**config.mk**
```make
export PLATFORM = sky130hd
export DESIGN_NAME = pfsre_top
export DESIGN_NICKNAME = d
export VERILOG_FILES = /design/src/rtl/pfsre_pkg.sv /design/src/rtl/pfsre_top.sv
export VERILOG_INCLUDE_DIRS = /design/src /design/src/rtl
export SDC_FILE = /design/constraint.sdc
export NUM_CORES = 1
export LEC_CHECK = 0
export BUFFER_PORTS_ARGS = -buffer_cell sky130_fd_sc_hd__buf_4
export CAP_MARGIN = 20
export CORE_AREA = 2 2 88 90
export CTS_BUF_LIST = sky130_fd_sc_hd__clkbuf_4 sky130_fd_sc_hd__clkbuf_8
export CTS_CLUSTER_DIAMETER = 100
export DETAILED_ROUTE_END_ITERATION = 7
export DIE_AREA = 0 0 90 92
export GPL_TIMING_DRIVEN = 0
export PLACE_DENSITY = 0.85
export SLEW_MARGIN = 5
export SYNTH_ARGS = -nofsm -noshare
export SYNTH_HDL_FRONTEND = slang
export SYNTH_SLANG_ARGS = --single-unit
```
**constraint.sdc**
```tcl
create_clock -name clk_i -period 3 [get_ports clk_i]
set_input_delay 0.6 -clock clk_i [delete_from_list [all_inputs] [get_ports clk_i]]
set_output_delay 0.6 -clock clk_i [all_outputs]
set_load 0.01 [all_outputs]
```
**src/rtl/pfsre_params.svh**
```systemverilog
// Constants for the program flash self read/erase sequencer.
// Assumes a 20 MHz core clock and a 32-bit classic Wishbone slave port.
`ifndef PFSRE_PARAMS_SVH
`define PFSRE_PARAMS_SVH
// ==========================================================
// Register byte offsets
`define PFSRE_OFS_ADDR_LOW   6'h00
`define PFSRE_OFS_ADDR_HIGH  6'h04
`define PFSRE_OFS_DATA_LOW   6'h08
`define PFSRE_OFS_DATA_HIGH  6'h0c
`define PFSRE_OFS_CONTROL    6'h10
`define PFSRE_OFS_UNLOCK     6'h14
// ==========================================================
// Control register bit positions
`define PFSRE_BIT_PGM_SEL    7
`define PFSRE_BIT_ERASE_SEL  4
`define PFSRE_BIT_WR_EN      2
`define PFSRE_BIT_WR         1
`define PFSRE_BIT_RD         0
// ==========================================================
// Unlock keys and field sizes
`define PFSRE_KEY_FIRST      8'h55
`define PFSRE_KEY_SECOND     8'haa
`define PFSRE_BLK_LSB        5
`define PFSRE_SETUP_STEPS    2'h2
// ==========================================================
// Timing: erase time in microseconds, clock in MHz
`define PFSRE_ERASE_TIME_US  2000
`define PFSRE_CLK_MHZ        20
`define PFSRE_ERASE_CYCLES   (`PFSRE_ERASE_TIME_US * `PFSRE_CLK_MHZ)
`endif

```
**src/rtl/pfsre_pkg.sv**
```systemverilog
// Types for the program flash self read/erase sequencer.
// Assumes nothing beyond a SystemVerilog compiler.
`default_nettype none
package pfsre_pkg;
   typedef enum logic [2:0] {
      PFSRE_IDLE,
      PFSRE_RD_WAIT,
      PFSRE_RD_ACCESS,
      PFSRE_ER_SETUP,
      PFSRE_ER_RUN
   } pfsre_state_e;
   typedef logic [13:0] pfsre_word_t;
   typedef logic [12:0] pfsre_addr_t;
endpackage
`default_nettype wire

```
**src/rtl/pfsre_top.sv**
```systemverilog
// Program flash self read / block erase sequencer with Wishbone registers.
// Assumes flash array and core share clk_i; instr_step_i marks one
// instruction cycle; flash_rdata_i is valid while flash_rd_o is high.
`include "pfsre_params.svh"
`default_nettype none
module pfsre_top
   import pfsre_pkg::*;
#(
   parameter int ERASE_CYCLES = `PFSRE_ERASE_CYCLES
) (
   input  wire logic        clk_i,
   input  wire logic        rst_i,
   input  wire logic        ce_i,
   input  wire logic        wb_cyc_i,
   input  wire logic        wb_stb_i,
   input  wire logic        wb_we_i,
   input  wire logic [5:0]  wb_adr_i,
   input  wire logic [3:0]  wb_sel_i,
   input  wire logic [31:0] wb_dat_i,
   output var  logic [31:0] wb_dat_o,
   output var  logic        wb_ack_o,
   input  wire logic        instr_step_i,
   input  wire pfsre_word_t flash_rdata_i,
   output var  logic        flash_rd_o,
   output var  logic        flash_erase_o,
   output var  pfsre_addr_t flash_addr_o,
   output var  logic        core_skip_o,
   output var  logic        core_stall_o
);
   // ==========================================================
   // Registers
   logic [7:0]   flash_addr_low;
   logic [4:0]   flash_addr_high;
   logic [7:0]   flash_data_low;
   logic [5:0]   flash_data_high;
   logic         program_space_select;
   logic         erase_select;
   logic         write_enable;
   logic         rd_bit;
   logic         wr_bit;
   logic [1:0]   unlock_stage;
   logic [1:0]   setup_cnt;
   logic [15:0]  erase_cnt;
   pfsre_state_e state;

   // ==========================================================
   // Bus decode
   wire req      = wb_cyc_i & wb_stb_i;
   wire commit   = ce_i & req & wb_ack_o & wb_we_i & wb_sel_i[0];
   wire [7:0] wbyte = wb_dat_i[7:0];

   function automatic logic hit(input logic [5:0] a, input logic [5:0] o);
      hit = (a == o);
   endfunction

   wire wr_alow  = commit & hit(wb_adr_i, `PFSRE_OFS_ADDR_LOW);
   wire wr_ahigh = commit & hit(wb_adr_i, `PFSRE_OFS_ADDR_HIGH);
   wire wr_dlow  = commit & hit(wb_adr_i, `PFSRE_OFS_DATA_LOW);
   wire wr_dhigh = commit & hit(wb_adr_i, `PFSRE_OFS_DATA_HIGH);
   wire wr_ctrl  = commit & hit(wb_adr_i, `PFSRE_OFS_CONTROL);
   wire wr_unlk  = commit & hit(wb_adr_i, `PFSRE_OFS_UNLOCK);

   wire [7:0] ctrl_rd = {program_space_select, 2'h0, erase_select,
                         1'b0, write_enable, wr_bit, rd_bit};
   wire [7:0] rd_mux =
      hit(wb_adr_i, `PFSRE_OFS_ADDR_LOW)  ? flash_addr_low :
      hit(wb_adr_i, `PFSRE_OFS_ADDR_HIGH) ? {3'h0, flash_addr_high} :
      hit(wb_adr_i, `PFSRE_OFS_DATA_LOW)  ? flash_data_low :
      hit(wb_adr_i, `PFSRE_OFS_DATA_HIGH) ? {2'h0, flash_data_high} :
      hit(wb_adr_i, `PFSRE_OFS_CONTROL)   ? ctrl_rd : 8'h00;

   // ==========================================================
   // Start conditions
   wire idle     = (state == PFSRE_IDLE);
   wire set_rd   = wr_ctrl & wbyte[`PFSRE_BIT_RD];
   wire set_wr   = wr_ctrl & wbyte[`PFSRE_BIT_WR];
   wire rd_go    = idle & set_rd & wbyte[`PFSRE_BIT_PGM_SEL];
   wire wr_go    = idle & ~rd_go & set_wr & (unlock_stage == 2'h2)
                 & wbyte[`PFSRE_BIT_WR_EN]
                 & wbyte[`PFSRE_BIT_PGM_SEL] & wbyte[`PFSRE_BIT_ERASE_SEL];
   wire rd_done  = (state == PFSRE_RD_ACCESS) & instr_step_i;
   wire er_done  = (state == PFSRE_ER_RUN)
                 & (erase_cnt == 16'(ERASE_CYCLES - 1));

   // ==========================================================
   // Wishbone answer, one cycle after the request appears
   always_ff @(posedge clk_i) begin
      if (rst_i) begin
         wb_ack_o <= 1'b0;
         wb_dat_o <= 32'h0000_0000;
      end else if (ce_i) begin
         wb_ack_o <= req & ~wb_ack_o;
         wb_dat_o <= {24'h00_0000, rd_mux};
      end
   end

   // ==========================================================
   // Address and data registers
   always_ff @(posedge clk_i) begin
      if (rst_i) begin
         flash_addr_low  <= 8'h00;
         flash_addr_high <= 5'h00;
         flash_data_low  <= 8'h00;
         flash_data_high <= 6'h00;
      end else if (ce_i) begin
         if (wr_alow)  flash_addr_low  <= wbyte;
         if (wr_ahigh) flash_addr_high <= wbyte[4:0];
         if (rd_done) begin
            flash_data_low  <= flash_rdata_i[7:0];
            flash_data_high <= flash_rdata_i[13:8];
         end else begin
            if (wr_dlow)  flash_data_low  <= wbyte;
            if (wr_dhigh) flash_data_high <= wbyte[5:0];
         end
      end
   end

   // ==========================================================
   // Control bits; the set by rd_go/wr_go wins over the hardware clear, software cannot clear rd/wr
   always_ff @(posedge clk_i) begin
      if (rst_i) begin
         program_space_select <= 1'b0;
         erase_select         <= 1'b0;
         write_enable         <= 1'b0;
         rd_bit               <= 1'b0;
         wr_bit               <= 1'b0;
      end else if (ce_i) begin
         if (wr_ctrl) begin
            program_space_select <= wbyte[`PFSRE_BIT_PGM_SEL];
            erase_select         <= wbyte[`PFSRE_BIT_ERASE_SEL];
            write_enable         <= wbyte[`PFSRE_BIT_WR_EN];
         end
         if (rd_go)        rd_bit <= 1'b1;
         else if (rd_done) rd_bit <= 1'b0;
         if (wr_go)        wr_bit <= 1'b1;
         else if (er_done) wr_bit <= 1'b0;
      end
   end

   // ==========================================================
   // Unlock tracker: any other bus write with byte lane 0 enabled breaks the pair
   always_ff @(posedge clk_i) begin
      if (rst_i) begin
         unlock_stage <= 2'h0;
      end else if (ce_i && commit) begin
         if (wr_unlk && wbyte == `PFSRE_KEY_FIRST)
            unlock_stage <= 2'h1;
         else if (wr_unlk && wbyte == `PFSRE_KEY_SECOND
                  && unlock_stage == 2'h1)
            unlock_stage <= 2'h2;
         else
            unlock_stage <= 2'h0;
      end
   end

   // ==========================================================
   // Sequencer
   always_ff @(posedge clk_i) begin
      if (rst_i) begin
         state     <= PFSRE_IDLE;
         setup_cnt <= 2'h0;
         erase_cnt <= 16'h0000;
      end else if (ce_i) begin
         case (state)
            PFSRE_IDLE: begin
               setup_cnt <= 2'h0;
               erase_cnt <= 16'h0000;
               if (rd_go)      state <= PFSRE_RD_WAIT;
               else if (wr_go) state <= PFSRE_ER_SETUP;
            end
            PFSRE_RD_WAIT: begin
               if (instr_step_i) state <= PFSRE_RD_ACCESS;
            end
            PFSRE_RD_ACCESS: begin
               if (instr_step_i) state <= PFSRE_IDLE;
            end
            PFSRE_ER_SETUP: begin
               if (instr_step_i) begin
                  setup_cnt <= setup_cnt + 2'h1;
                  if (setup_cnt + 2'h1 == `PFSRE_SETUP_STEPS)
                     state <= PFSRE_ER_RUN;
               end
            end
            PFSRE_ER_RUN: begin
               erase_cnt <= erase_cnt + 16'h0001;
               if (er_done) state <= PFSRE_IDLE;
            end
            default: state <= PFSRE_IDLE;
         endcase
      end
   end

   // ==========================================================
   // Registered outputs toward the array and the core
   wire nxt_access = (state == PFSRE_RD_WAIT & instr_step_i)
                   | (state == PFSRE_RD_ACCESS & ~instr_step_i);
   wire nxt_erase  = (state == PFSRE_ER_SETUP & instr_step_i
                      & (setup_cnt + 2'h1 == `PFSRE_SETUP_STEPS))
                   | (state == PFSRE_ER_RUN & ~er_done);
   wire nxt_go     = rd_go | wr_go;

   always_ff @(posedge clk_i) begin
      if (rst_i) begin
         flash_rd_o    <= 1'b0;
         flash_erase_o <= 1'b0;
         core_skip_o   <= 1'b0;
         core_stall_o  <= 1'b0;
         flash_addr_o  <= 13'h0000;
      end else if (ce_i) begin
         flash_rd_o    <= nxt_access;
         core_skip_o   <= nxt_access;
         flash_erase_o <= nxt_erase;
         core_stall_o  <= nxt_erase;
         if (nxt_go) begin
            flash_addr_o <= {flash_addr_high, flash_addr_low};
            if (wr_go)
               flash_addr_o[`PFSRE_BLK_LSB-1:0] <= 5'h00;
         end
      end
   end
endmodule
`default_nettype wire

```
* After elaboration in Yosys (flattened, before gate mapping) *
Cells that the tools add are included.

storage, ports and cells
  bits of input ports = 63
  output and inout bits = 50
  logic and storage cells = 127
  register bits = 79

operators by class
  reduce and logical (&&, ||, !) cells = 23
  eq/ne operators = 21
  multiplexer cells = 27
  bitwise gates (word level) = 36
  add/subtract/negate cells = 2

operator list
  cell                                                              count
  8-bit 2-to-1 mux                                                  7
  16-bit one-hot mux with 2 select lines                            1
  1-bit AND                                                         29
  3-bit 2-to-1 mux                                                  7
  2-bit AND reduction                                               9
  16-bit by 1-bit adder with 16-bit output (second input constant)  1
  16-bit == test (second input constant)                            1
  3-bit one-hot mux with 5 select lines                             1
  6-bit by 4-bit == test with 1-bit output (second input constant)  2
  6-bit by 5-bit == test with 1-bit output (second input constant)  2
  6-bit 2-to-1 mux                                                  2
  2-bit nonzero test                                                6
  2-bit inequality test (second input constant)                     5
  8-bit by 7-bit == test with 1-bit output (second input constant)  1
  8-bit == test (second input constant)                             1
  7-bit AND reduction                                               1
  3-bit by 2-bit == test with 1-bit output (second input constant)  2
  6-bit by 3-bit == test with 1-bit output (second input constant)  1
  6-bit zero test                                                   1
  2-bit 2-to-1 mux                                                  3
  5-bit 2-to-1 mux                                                  1
  2-bit == test (second input constant)                             2
  1-bit logical AND                                                 4
  1-bit 2-to-1 mux                                                  4
  10 further kinds                                                  15

* Logic depth before layout (Yosys ltp) *
Gate-level depths: netlist of the first run.

  depth after elaboration = 19
  mapped depth = 8
  depth with buffers taken out = 6

* Worst setup path after synthesis of the first run *
Ideal clock, no wire load.

  kind = in2reg
  start = input port wb_adr_i[1]
  end = register flash_addr_o[0]
  data required time = 2.883 ns
  library setup time = 0.117 ns
  buffers on the path = 1
  stages on the path = 6
  arrival time = 2.346 ns
  path slack = 0.538 ns
  cell sequence = or4_4 buf_6 nor4_4 o21a_4 a21oi_2 a22o_1

on the way
  longest elaborated chain between the ends = 14
  elaborated cells between the ends (all ways) = 16
  those cells by class = eq/ne: 1; mux: 1; bitwise: 13; reduce/logical: 1

ends and longest elaborated chain
  item                                        line              text
  from (decl)                                 pfsre_top.sv:17   input wire logic [5:0] wb_adr_i,
  6-bit by 5-bit == test with 1-bit output *  pfsre_top.sv:53   hit = (a == o);
  1-bit AND *                                 pfsre_top.sv:60   wire wr_ctrl = commit & hit(wb_adr_i, `PFSRE_OFS_CONTROL);
  1-bit AND                                   pfsre_top.sv:75   wire set_rd = wr_ctrl & wbyte[`PFSRE_BIT_RD];
  1-bit AND (2 in a row)                      pfsre_top.sv:77   wire rd_go = idle & set_rd & wbyte[`PFSRE_BIT_PGM_SEL];
  1-bit inverter                              pfsre_top.sv:78   wire wr_go = idle & ~rd_go & set_wr & (unlock_stage == 2'h2)
  1-bit AND (6 in a row)                      pfsre_top.sv:78
  1-bit bitwise OR                            pfsre_top.sv:200  wire nxt_go = rd_go | wr_go;
  2-bit AND reduction (no source line)        n/a
  to (signal assigned)                        pfsre_top.sv:215  flash_addr_o <= {flash_addr_high, flash_addr_low};
  to (decl)                                   pfsre_top.sv:26   output var pfsre_addr_t flash_addr_o,

Every way passes the cells marked *; elsewhere a longest branch is shown, timed or not.
A chain may end at the register's enable or synchronous reset.

* Worst setup path in the final report of the first run *
  start = input port wb_adr_i[1]
  end = register flash_addr_high[0]

on the way
  longest elaborated chain between the ends = 3

ends and longest elaborated chain
  item                                      line              text
  6-bit by 3-bit == test with 1-bit output  pfsre_top.sv:53
  1-bit AND                                 pfsre_top.sv:57   wire wr_ahigh = commit & hit(wb_adr_i, `PFSRE_OFS_ADDR_HIGH);
  2-bit AND reduction (no source line)      n/a
  to (signal assigned)                      pfsre_top.sv:107  if (wr_ahigh) flash_addr_high <= wbyte[4:0];
  to (decl)                                 pfsre_top.sv:33   logic [4:0] flash_addr_high;

No other way between the ends.

==> impl_metrics.toml, run 1 <==
[run_status]
status = "complete, no violations"

[timing]
setup_viol = 0
period_share_pct = 82.46
slew_viol_final = 0
slew_headroom_pct = 49.88
tns_ns = 0
fin_worst_skew_ns = 0.01863
whs_ns = 0.4737
timing.final.crit_period_ns = 2.474
hold_violations = 0
timing.fmax_ghz = 0.4042
rsz0062_at_grt = "false"
worstMarginPinSlew_ns = 0.7461

[synth]
yosys.area.top_type_share_pct = 41.16
netlist_area_um2 = 3842
synth_edf_count = 0
synth.top_cells.by_count = "dfxtp_1, nor2_1, mux2i_1"
synth_area_leader_cell = "dfxtp_1"
synth_cell_type_count = 60
syn_inst = 427
synth-seq-area-share_pct = 41.16
ys_async_sr_fraction_pct = 0
ys_warn_count = 0
ys.flop_type = "dfxtp_1"
synth_most_common_cell = "dfxtp_1"
synthTopCellsByArea = "dfxtp_1, mux2i_1, nor2_1"
avgSynthCellArea_um2 = 8.999
ys_ff_latch = 79

[grt]
grt_max_degree = 15
grtUsageMet2_pct = 40.85
grtUsageTotal_pct = 23.16
use_met3_pct = 3.862
top_usage_layer = "met2"
antenna_found_initial = 0
grt_pass1_wl_um = 15390
met1_usage_pct = 27.86
first_global_vias = 3199
gr-total-overflow = 0

[power]
switching_share_pct = 23.94
combPwrFrac_pct = 8.1
ir_worst_vdd_mv = 0.2025
p_seq_share_pct = 49.8
p_int_w = 0.001613
leakage_nw = 1.985
power.density_nw_per_um2 = 448.8
switching_power_w = 0.0005075
p_clk_share_pct = 42.2

[clocking]
cts_max_level = 3
root_buffer = "clkbuf_8"
clockBufferDepth = 2
cts_tree = "done"
cts_resized = 0
hold_buffers = 0
cts.clk_slew.worst_paths_ns = 0.08
cts_setup_buffers = 0
clkLatencyLatePin_ns = 0.37
cts_made_buffers = 9
cts_sinks = 79

[setup_path]
cp_data_required_time_ns = 3.24
start_kind = "input pin"
ff2ff_path_depth = 7
r2r_start = "state[1]$_SDFFE_PP0P_"
path_max_fanout = 9
reg2reg_slack_ns = 0.59
path_class = "input pin to flip-flop"
arrival_ns = 2.72
r2r-end = "flash_data_high[0]$_SDFFE_PP0P_"
critPathCaptureType = "flip-flop"

[worst_hold_path]
hold_class = "flip-flop to flip-flop"
worstHoldPathCells = 2
worstHoldEndpoint = "rd_bit$_SDFFE_PP0P_"
min_from = "rd_bit$_SDFFE_PP0P_"

[floorplan]
die_w_um = 90
floorplan.initialDensity_pct = 51.60
dieArea_um2 = 8280
io_pins = 113
num_rows = 32
core-area_um2 = 7447
fp.dieH_um = 92

[route]
vias = 3442
drt-total-wl_um = 9568
wl_per_cell_um = 15.26
drt_pass1_iterations = 5
routed_via_density = 5.490
ant_nets = 0
drc_errors = 0
drt-initial-drc-count = 221

[finish]
nets = 585
insertedDiodeCount = 0
final_util_pct = 63.44
area_delta_synth_final_pct = 22.96
drive_above_1_share_pct = 22.86

[placement]
hpwl_um = 7125
portBuffers = 59
gp_routability_congestion = 0.8536

[run]
cap_viol_max_count = 0
[sequential cells by signal (all words and copies together) (netlist names)]
register and flops:
erase_cnt 16, flash_addr_o 13, flash_addr_low 8, flash_data_low 8, wb_dat_o 8, flash_data_high 6
flash_addr_high 5, state 3, setup_cnt 2, unlock_stage 2, core_skip_o 1, core_stall_o 1
erase_select 1, program_space_select 1, rd_bit 1, wb_ack_o 1, wr_bit 1, write_enable 1
[how the worst max path moves through the flow]
stage | from | endpoint | cells past startpoint
2_1_floorplan | wb_adr_i[1] | flash_addr_o[0]$_SDFFE_PP0P_ | 6
3_3_place_gp | wb_adr_i[1] | flash_addr_o[3]$_SDFFE_PP0P_ | 7
3_5_place_dp | wb_adr_i[1] | flash_addr_o[8]$_SDFFE_PP0P_ | 7
4_1_cts | wb_adr_i[1] | flash_addr_o[5]$_SDFFE_PP0P_ | 7
5_1_grt | state[1]$_SDFFE_PP0P_ | flash_data_high[0]$_SDFFE_PP0P_ | 7
6_report | wb_adr_i[1] | flash_addr_high[0]$_SDFFE_PP0P_ | 7
[layer usage]
layer  up-vias  share of wire [%]  wire (um)
li1       1651                  -          -
met1      1610                 40       3870
met2       157                 50       4791
met3        24                7.0        672
met4         0                2.4        233
met5         -                  0          0
[area by class of cell]
cell class                 instances  area [um^2]
buffer                            50        296.5
clock inverter                     6        93.84
multi-input combinational        316         2032
clock buffer                      10        131.4
timing repair buffer              59        442.9
tap                              102        127.6
inverter                           5        18.77
sequential                        79         1582
fill                             636         2723
[logic make-up (layout without fill, tap and decap cells)]
group / count (synthesis) / after routing / synth area share, %
adders and majority gates: 2 / 2 / 0.6511
buffers and inverters: 55 / 130 / 8.206
DFF: 79 / 79 / 41.16
other: 1 / 24 / 0.09759
muxes: 46 / 46 / 12.02
AOI/OAI and AO/OA: 67 / 67 / 13.35
and+or+nand+nor: 163 / 163 / 21.33
xor gates and xnor gates: 14 / 14 / 3.191
[critical path, cell delays in order]
cell	delay [ns]
buf_4	0.11
or4_4	0.53
buf_6	0.15
nor2_1	0.55
nand3_1	0.45
mux2i_1	0.26
nor2_1	0.06
[through the flow]
step	cell area [um^2]	std cells	total power, W	worst slack, ns
2_1_floorplan	3929	450	0.001175	0.5376
3_3_place_gp	4499	611	0.001243	0.2355
3_5_place_dp	4499	611	0.001247	0.1787
4_1_cts	4725	627	0.002124	0.5590
5_1_grt	4725	627	0.002179	0.3394
6_report	4725	627	0.002120	0.5262
[placed cells by master, fill, tap and decap left out, types with 12 or more instances in the layout]
cell type	instances
clkbuf_1	19
nand2_1	30
buf_4	85
a211oi_1	16
o21ai_0	12
dfxtp_1	79
nor2_1	71
mux2i_1	45
conb_1	24
[power groups by stage]
stage | clock, W | sequential (W) | combinational [W]
4_1_cts | 0.000900 | 0.00106 | 0.000168
3_3_place_gp | 0 | 0.00108 | 0.000164
2_1_floorplan | 0 | 0.00108 | 0.0000945
6_report | 0.000894 | 0.00106 | 0.000171
5_1_grt | 0.000940 | 0.00106 | 0.000183
3_5_place_dp | 0 | 0.00108 | 0.000167
(Power assumes the default switching activity.)
==> inputs of run 2 (changes only) <==
==> constraint.sdc (replaced) <==
create_clock -name clk_i -period 2.4 [get_ports clk_i]
set_input_delay 0.48 -clock clk_i [delete_from_list [all_inputs] [get_ports clk_i]]
set_output_delay 0.48 -clock clk_i [all_outputs]
set_load 0.01 [all_outputs]
==> run 2 against run 1 <==
  * Cell area is 0.69% higher
  * Via count is 0.20% lower
  * Clock power is 25% higher
  * First-iteration DRC count is 1.8% higher
  * Sequential cell count stayed put
  * Non-clock buffer count is 4 higher
  * Largest power group unchanged
==> impl_metrics.toml, run 2 (synthesis results as in run 1) <==
[finish]
drive_above_1_share_pct = 23.82
max_flop_register = "erase_cnt"
largest_reg_flops = 16
stdcell_count = 631
insertedDiodeCount = 0
nets = 589
multi_input_area_um2 = 2032
area_delta_synth_final_pct = 23.80
fillers = 632
final_common_cell = "buf_4"
final_util_pct = 63.88
mostFrequentLayoutCells = "buf_4, dfxtp_1, nor2_1"
top_regs = "erase_cnt (16), flash_addr_o (13)"
final-seq-area_um2 = 1582

[clocking]
cts_max_level = 3
cts_tree = "done"
hold_buffers = 0
cts.clk_slew.worst_paths_ns = 0.08
root_buffer = "clkbuf_8"
clockBufferDepth = 2
cts_sinks = 79
clkLatencyLatePin_ns = 0.37
cts_made_buffers = 9

[floorplan]
fp.dieH_um = 92
io_pins = 113
die_w_um = 90
core-area_um2 = 7447
num_rows = 32
dieArea_um2 = 8280
floorplan.initialDensity_pct = 51.60

[grt]
grtUsageTotal_pct = 23.23
first_global_vias = 3201
grt_pass1_wl_um = 15390
grt_max_degree = 15
gr-total-overflow = 0
antenna_found_initial = 0

[route]
wl_per_cell_um = 15.25
drc_errors = 0
drt_pass1_iterations = 5
drt-total-wl_um = 9622
vias = 3435
drt-initial-drc-count = 225
routed_via_density = 5.444
ant_nets = 0

[timing]
slew_headroom_pct = 50.62
hold_violations = 0
setup_viol = 0
period_share_pct = 98.84
rsz0062_at_grt = "false"
slew_viol_final = 0
timing.final.crit_period_ns = 2.372
fin_worst_skew_ns = 0.01890
timing.fmax_ghz = 0.4216
worstMarginPinSlew_ns = 0.7368

[placement]
gp_routability_congestion = 0.8536
portBuffers = 59
hpwl_um = 7125
dpl.cell_count = 611

[run]
cap_viol_max_count = 0

[setup_path]
path_class = "input pin to flip-flop"
start_kind = "input pin"
cp_data_required_time_ns = 2.64
path_max_fanout = 9
arrival_ns = 2.61
critPathCaptureType = "flip-flop"

[power]
power.density_nw_per_um2 = 557.5
ir_worst_vdd_mv = 0.2531
leakage_nw = 2.014

[run_status]
status = "complete, no violations"

[worst_hold_path]
hold_class = "input pin to flip-flop"
-- run 2: changes by cell type in the layout (fill, tap and decap cells not counted) --
cell,delta
buf_4,+4
clkbuf_1,-2
clkbuf_2,+2
-- run 2: report_power, final --
group          switching (W)  internal [W]
logic               0.000117     0.0000967
registers         0.00000423       0.00131
clock network       0.000515      0.000604
-- run 2: path summary, 6_finish.rpt --
kind                                            start                               to  slack [ns]  depth (start not counted)
worst max-delay path                      wb_adr_i[1]  flash_addr_high[0]$_SDFFE_PP0P_        0.03                          7
worst min-delay path                      wb_dat_i[3]   flash_addr_low[3]$_SDFFE_PP0P_        0.41                          3
worst max register to register  state[0]$_SDFFE_PP0P_       erase_cnt[14]$_SDFFE_PP0P_        0.18                          6
worst min register to register    rd_bit$_SDFFE_PP0P_              rd_bit$_SDFFE_PP0P_        0.48                          2
-- run 2: metrics by stage --
stage	setup TNS, ns	instance area (um^2)	power [W]	hold WS [ns]	setup slack, ns
floorplan	0	3929	0.001469	0.4366	0.05756
global placement	-5.564	4499	0.001554	0.4432	-0.2445
detailed placement	-7.226	4499	0.001559	0.4574	-0.3013
CTS	0	4725	0.002655	0.4004	0.05569
global route	0	4757	0.002731	0.4131	0.001405
finish	0	4757	0.002652	0.4082	0.02787
-- run 2: repair_timing --
item	in CTS	in global routing
setup endpoints to repair	0	16
resized for setup	0	4
setup buffers	0	4
-- run 2: layer usage --
layer  vias up  GRT usage (%)  part of all wire, %
met5         -              0                    0
met4         0          7.949                  1.7
met3        19          5.834                  7.0
met2       133          40.79                   51
met1      1624          27.75                   41
li1       1659              -                    -
-- run 2: critical path: stages --
cell and delay [ns]:
buf_4 0.11, or4_4 0.54, buf_6 0.15, nor2_1 0.56, nand3_1 0.45, mux2i_1 0.26
nor2_1 0.06
-- run 2: final cells by class --
type / instances / share of cell area, %
flip-flops and latches: 79 / 33.25
inverters: 5 / 0.3945
well taps: 102 / 2.683
plain buffers: 50 / 6.286
multi-input cells: 316 / 42.71
repair buffers: 63 / 9.942
clock buffers: 10 / 2.762
clock inverters: 6 / 1.973
==> inputs of run 3 (changes only) <==
--- a/config.mk
+++ b/config.mk
@@ -6,15 +6,16 @@
 export SDC_FILE = /design/constraint.sdc
 export NUM_CORES = 1
 export LEC_CHECK = 0
-export BUFFER_PORTS_ARGS = -buffer_cell sky130_fd_sc_hd__buf_4
 export CAP_MARGIN = 20
-export CORE_AREA = 2 2 88 90
+export CORE_AREA = 2 2 87 89
 export CTS_BUF_LIST = sky130_fd_sc_hd__clkbuf_4 sky130_fd_sc_hd__clkbuf_8
 export CTS_CLUSTER_DIAMETER = 100
+export CTS_CLUSTER_SIZE = 10
 export DETAILED_ROUTE_END_ITERATION = 7
-export DIE_AREA = 0 0 90 92
+export DIE_AREA = 0 0 89 91
+export DONT_BUFFER_PORTS = 1
 export GPL_TIMING_DRIVEN = 0
-export PLACE_DENSITY = 0.85
+export PLACE_DENSITY = 0.73
 export SLEW_MARGIN = 5
 export SYNTH_ARGS = -nofsm -noshare
 export SYNTH_HDL_FRONTEND = slang
==> run 3 against run 2 <==
  * Clock skew fell by 0.0071 ns
  * Core utilization shrank 3.6 points
  * Fmax is 7.0% higher
  * Die area is 2.2% lower
  * Combinational power fell by 32%
  * Via count is 9.9% lower
  * Hold slack worse by 0.14 ns
  * Global-route usage up 0.41 points
  * Wire length is 6.1% lower
  * Setup slack improved by 0.15 ns
  * First-iteration DRC count fell by 36%
  * Critical path type is now flip-flop to flip-flop
==> impl_metrics.toml, run 3 (synthesis results as in run 1) <==
[setup_path]
critical_path.max_stage_delay_ns = 0.43
reg2reg_slack_ns = 0.18
cp_data_required_time_ns = 2.67
critPathCaptureType = "flip-flop"
path_class = "flip-flop to flip-flop"
ff2ff_path_depth = 6
r2r-end = "flash_data_low[7]$_SDFFE_PP0P_"
r2r_start = "wb_ack_o$_SDFFE_PP0P_"
arrival_ns = 2.49
start_kind = "flip-flop"
worstPathCellList = "nand4_1 -> or2_2 -> o31ai_4 -> buf_2 -> nor2_1 -> a211oi_1"
cp_slowest_cell = "dfxtp_1"
path_max_fanout = 10

[floorplan]
core-area_um2 = 7137
num_rows = 31
fp.dieH_um = 91
io_pins = 113
dieArea_um2 = 8099
die_w_um = 89
floorplan.initialDensity_pct = 53.84

[route]
drc_errors = 0
routed_via_density = 5.497
drt_pass1_iterations = 4
wl_per_cell_um = 16.05
drt-initial-drc-count = 145
vias = 3095
drt-total-wl_um = 9035
ant_nets = 0

[timing]
period_share_pct = 92.39
timing.fmax_ghz = 0.4510
rsz0062_at_grt = "false"
worstMarginPinSlew_ns = 0.7105
setup_viol = 0
timing.final.crit_period_ns = 2.217
slew_viol_final = 0
fin_worst_skew_ns = 0.01179
hold_violations = 0
slew_headroom_pct = 52.53

[placement]
dpl.cell_count = 549
hpwl_um = 6682
gp_routability_congestion = 0.8733
portBuffers = 0

[worst_hold_path]
worstHoldEndpoint = "flash_addr_low[0]$_SDFFE_PP0P_"
min_from = "wb_dat_i[0]"
worstHoldPathCells = 2
hold_class = "input pin to flip-flop"

[grt]
grt_max_degree = 14
grt_pass1_wl_um = 14570
grtUsageTotal_pct = 23.65
first_global_vias = 2889
antenna_found_initial = 0
gr-total-overflow = 0

[clocking]
cts_made_buffers = 9
cts_setup_buffers = 0
root_buffer = "clkbuf_8"
clkLatencyLatePin_ns = 0.36
clockBufferDepth = 2
hold_buffers = 0
cts_sinks = 79
cts.clk_slew.worst_paths_ns = 0.08
cts_max_level = 3
cts_tree = "done"

[finish]
final_common_cell = "dfxtp_1"
nets = 524
insertedDiodeCount = 0
top_regs = "erase_cnt (16), flash_addr_o (13)"
area_delta_synth_final_pct = 12.05
largest_reg_flops = 16
drive_above_1_share_pct = 13.36
stdcell_count = 563
mostFrequentLayoutCells = "dfxtp_1, nor2_1, mux2i_1"
max_flop_register = "erase_cnt"

[run]
cap_viol_max_count = 0

[power]
power.density_nw_per_um2 = 622.8
ir_worst_vdd_mv = 0.4326
leakage_nw = 1.696
finalPower_w = 0.002681

[run_status]
status = "complete, no violations"
-- run 3: per-layer routing --
metal | GRT usage (%) | part of all wire (%) | up-vias
met2 | 37.69 | 47 | 114
met4 | 7.214 | 1.9 | 0
met1 | 29.76 | 43 | 1430
li1 | - | - | 1535
met3 | 8.455 | 8.0 | 16
met5 | 0 | 0 | -
-- run 3: layout make-up --
class	count	area [um^2]
fillers	634	2831
multi-input cells	316	2041
flip-flops and latches	79	1582
plain buffers	48	290.3
clock buffers	11	145.1
well taps	99	123.9
clock inverters	5	105.1
inverters	5	18.77
-- run 3: report_power, final --
group | leakage, nW | internal (W) | switching (W) | total (W)
combinational | 0.940 | 0.0000573 | 0.0000873 | 0.000145
clock | 0.119 | 0.000731 | 0.000484 | 0.00122
sequential | 0.637 | 0.00131 | 0.00000675 | 0.00132
-- run 3: metrics by stage --
step	area (um^2)	TNS [ns]	hold WS [ns]	util (%)	worst slack, ns
CTS	4304	0	0.2619	60.31	0.02572
global route	4305	0	0.2601	60.33	0.04919
global placement	4053	-2.302	0.4479	56.78	-0.1252
floorplan	3929	0	0.4366	-	0.05756
detailed placement	4053	-2.599	0.4568	56.78	-0.1533
finish	4305	0	0.2721	60.33	0.1827
-- run 3: critical path: cells and delay by family, from the launching register on --
kind	cells	cell delay (ns)
flip-flops	1	0.43
buffers and inverters	1	0.33
AND/OR/NAND/NOR	3	0.74
AO/OA/AOI/OAI	2	0.63
-- run 3: worst max path at each step --
stage                                      to                  start  slack [ns]  cells after the start
2_1_floorplan    flash_addr_o[0]$_SDFFE_PP0P_            wb_adr_i[1]        0.06                      6
3_3_place_gp            state[1]$_SDFFE_PP0P_            wb_adr_i[1]       -0.13                      6
3_5_place_dp     flash_addr_o[4]$_SDFFE_PP0P_            wb_adr_i[1]       -0.15                      6
4_1_cts        flash_data_low[6]$_SDFFE_PP0P_  wb_ack_o$_SDFFE_PP0P_        0.03                      6
5_1_grt        flash_data_low[6]$_SDFFE_PP0P_  wb_ack_o$_SDFFE_PP0P_        0.05                      6
6_report       flash_data_low[7]$_SDFFE_PP0P_  wb_ack_o$_SDFFE_PP0P_        0.18                      6
-- run 3: what timing repair did --
item / in CTS / in global routing
setup endpoints to repair: 2 / 5
resized for setup: 1 / 1
pin swaps: 0 / 0
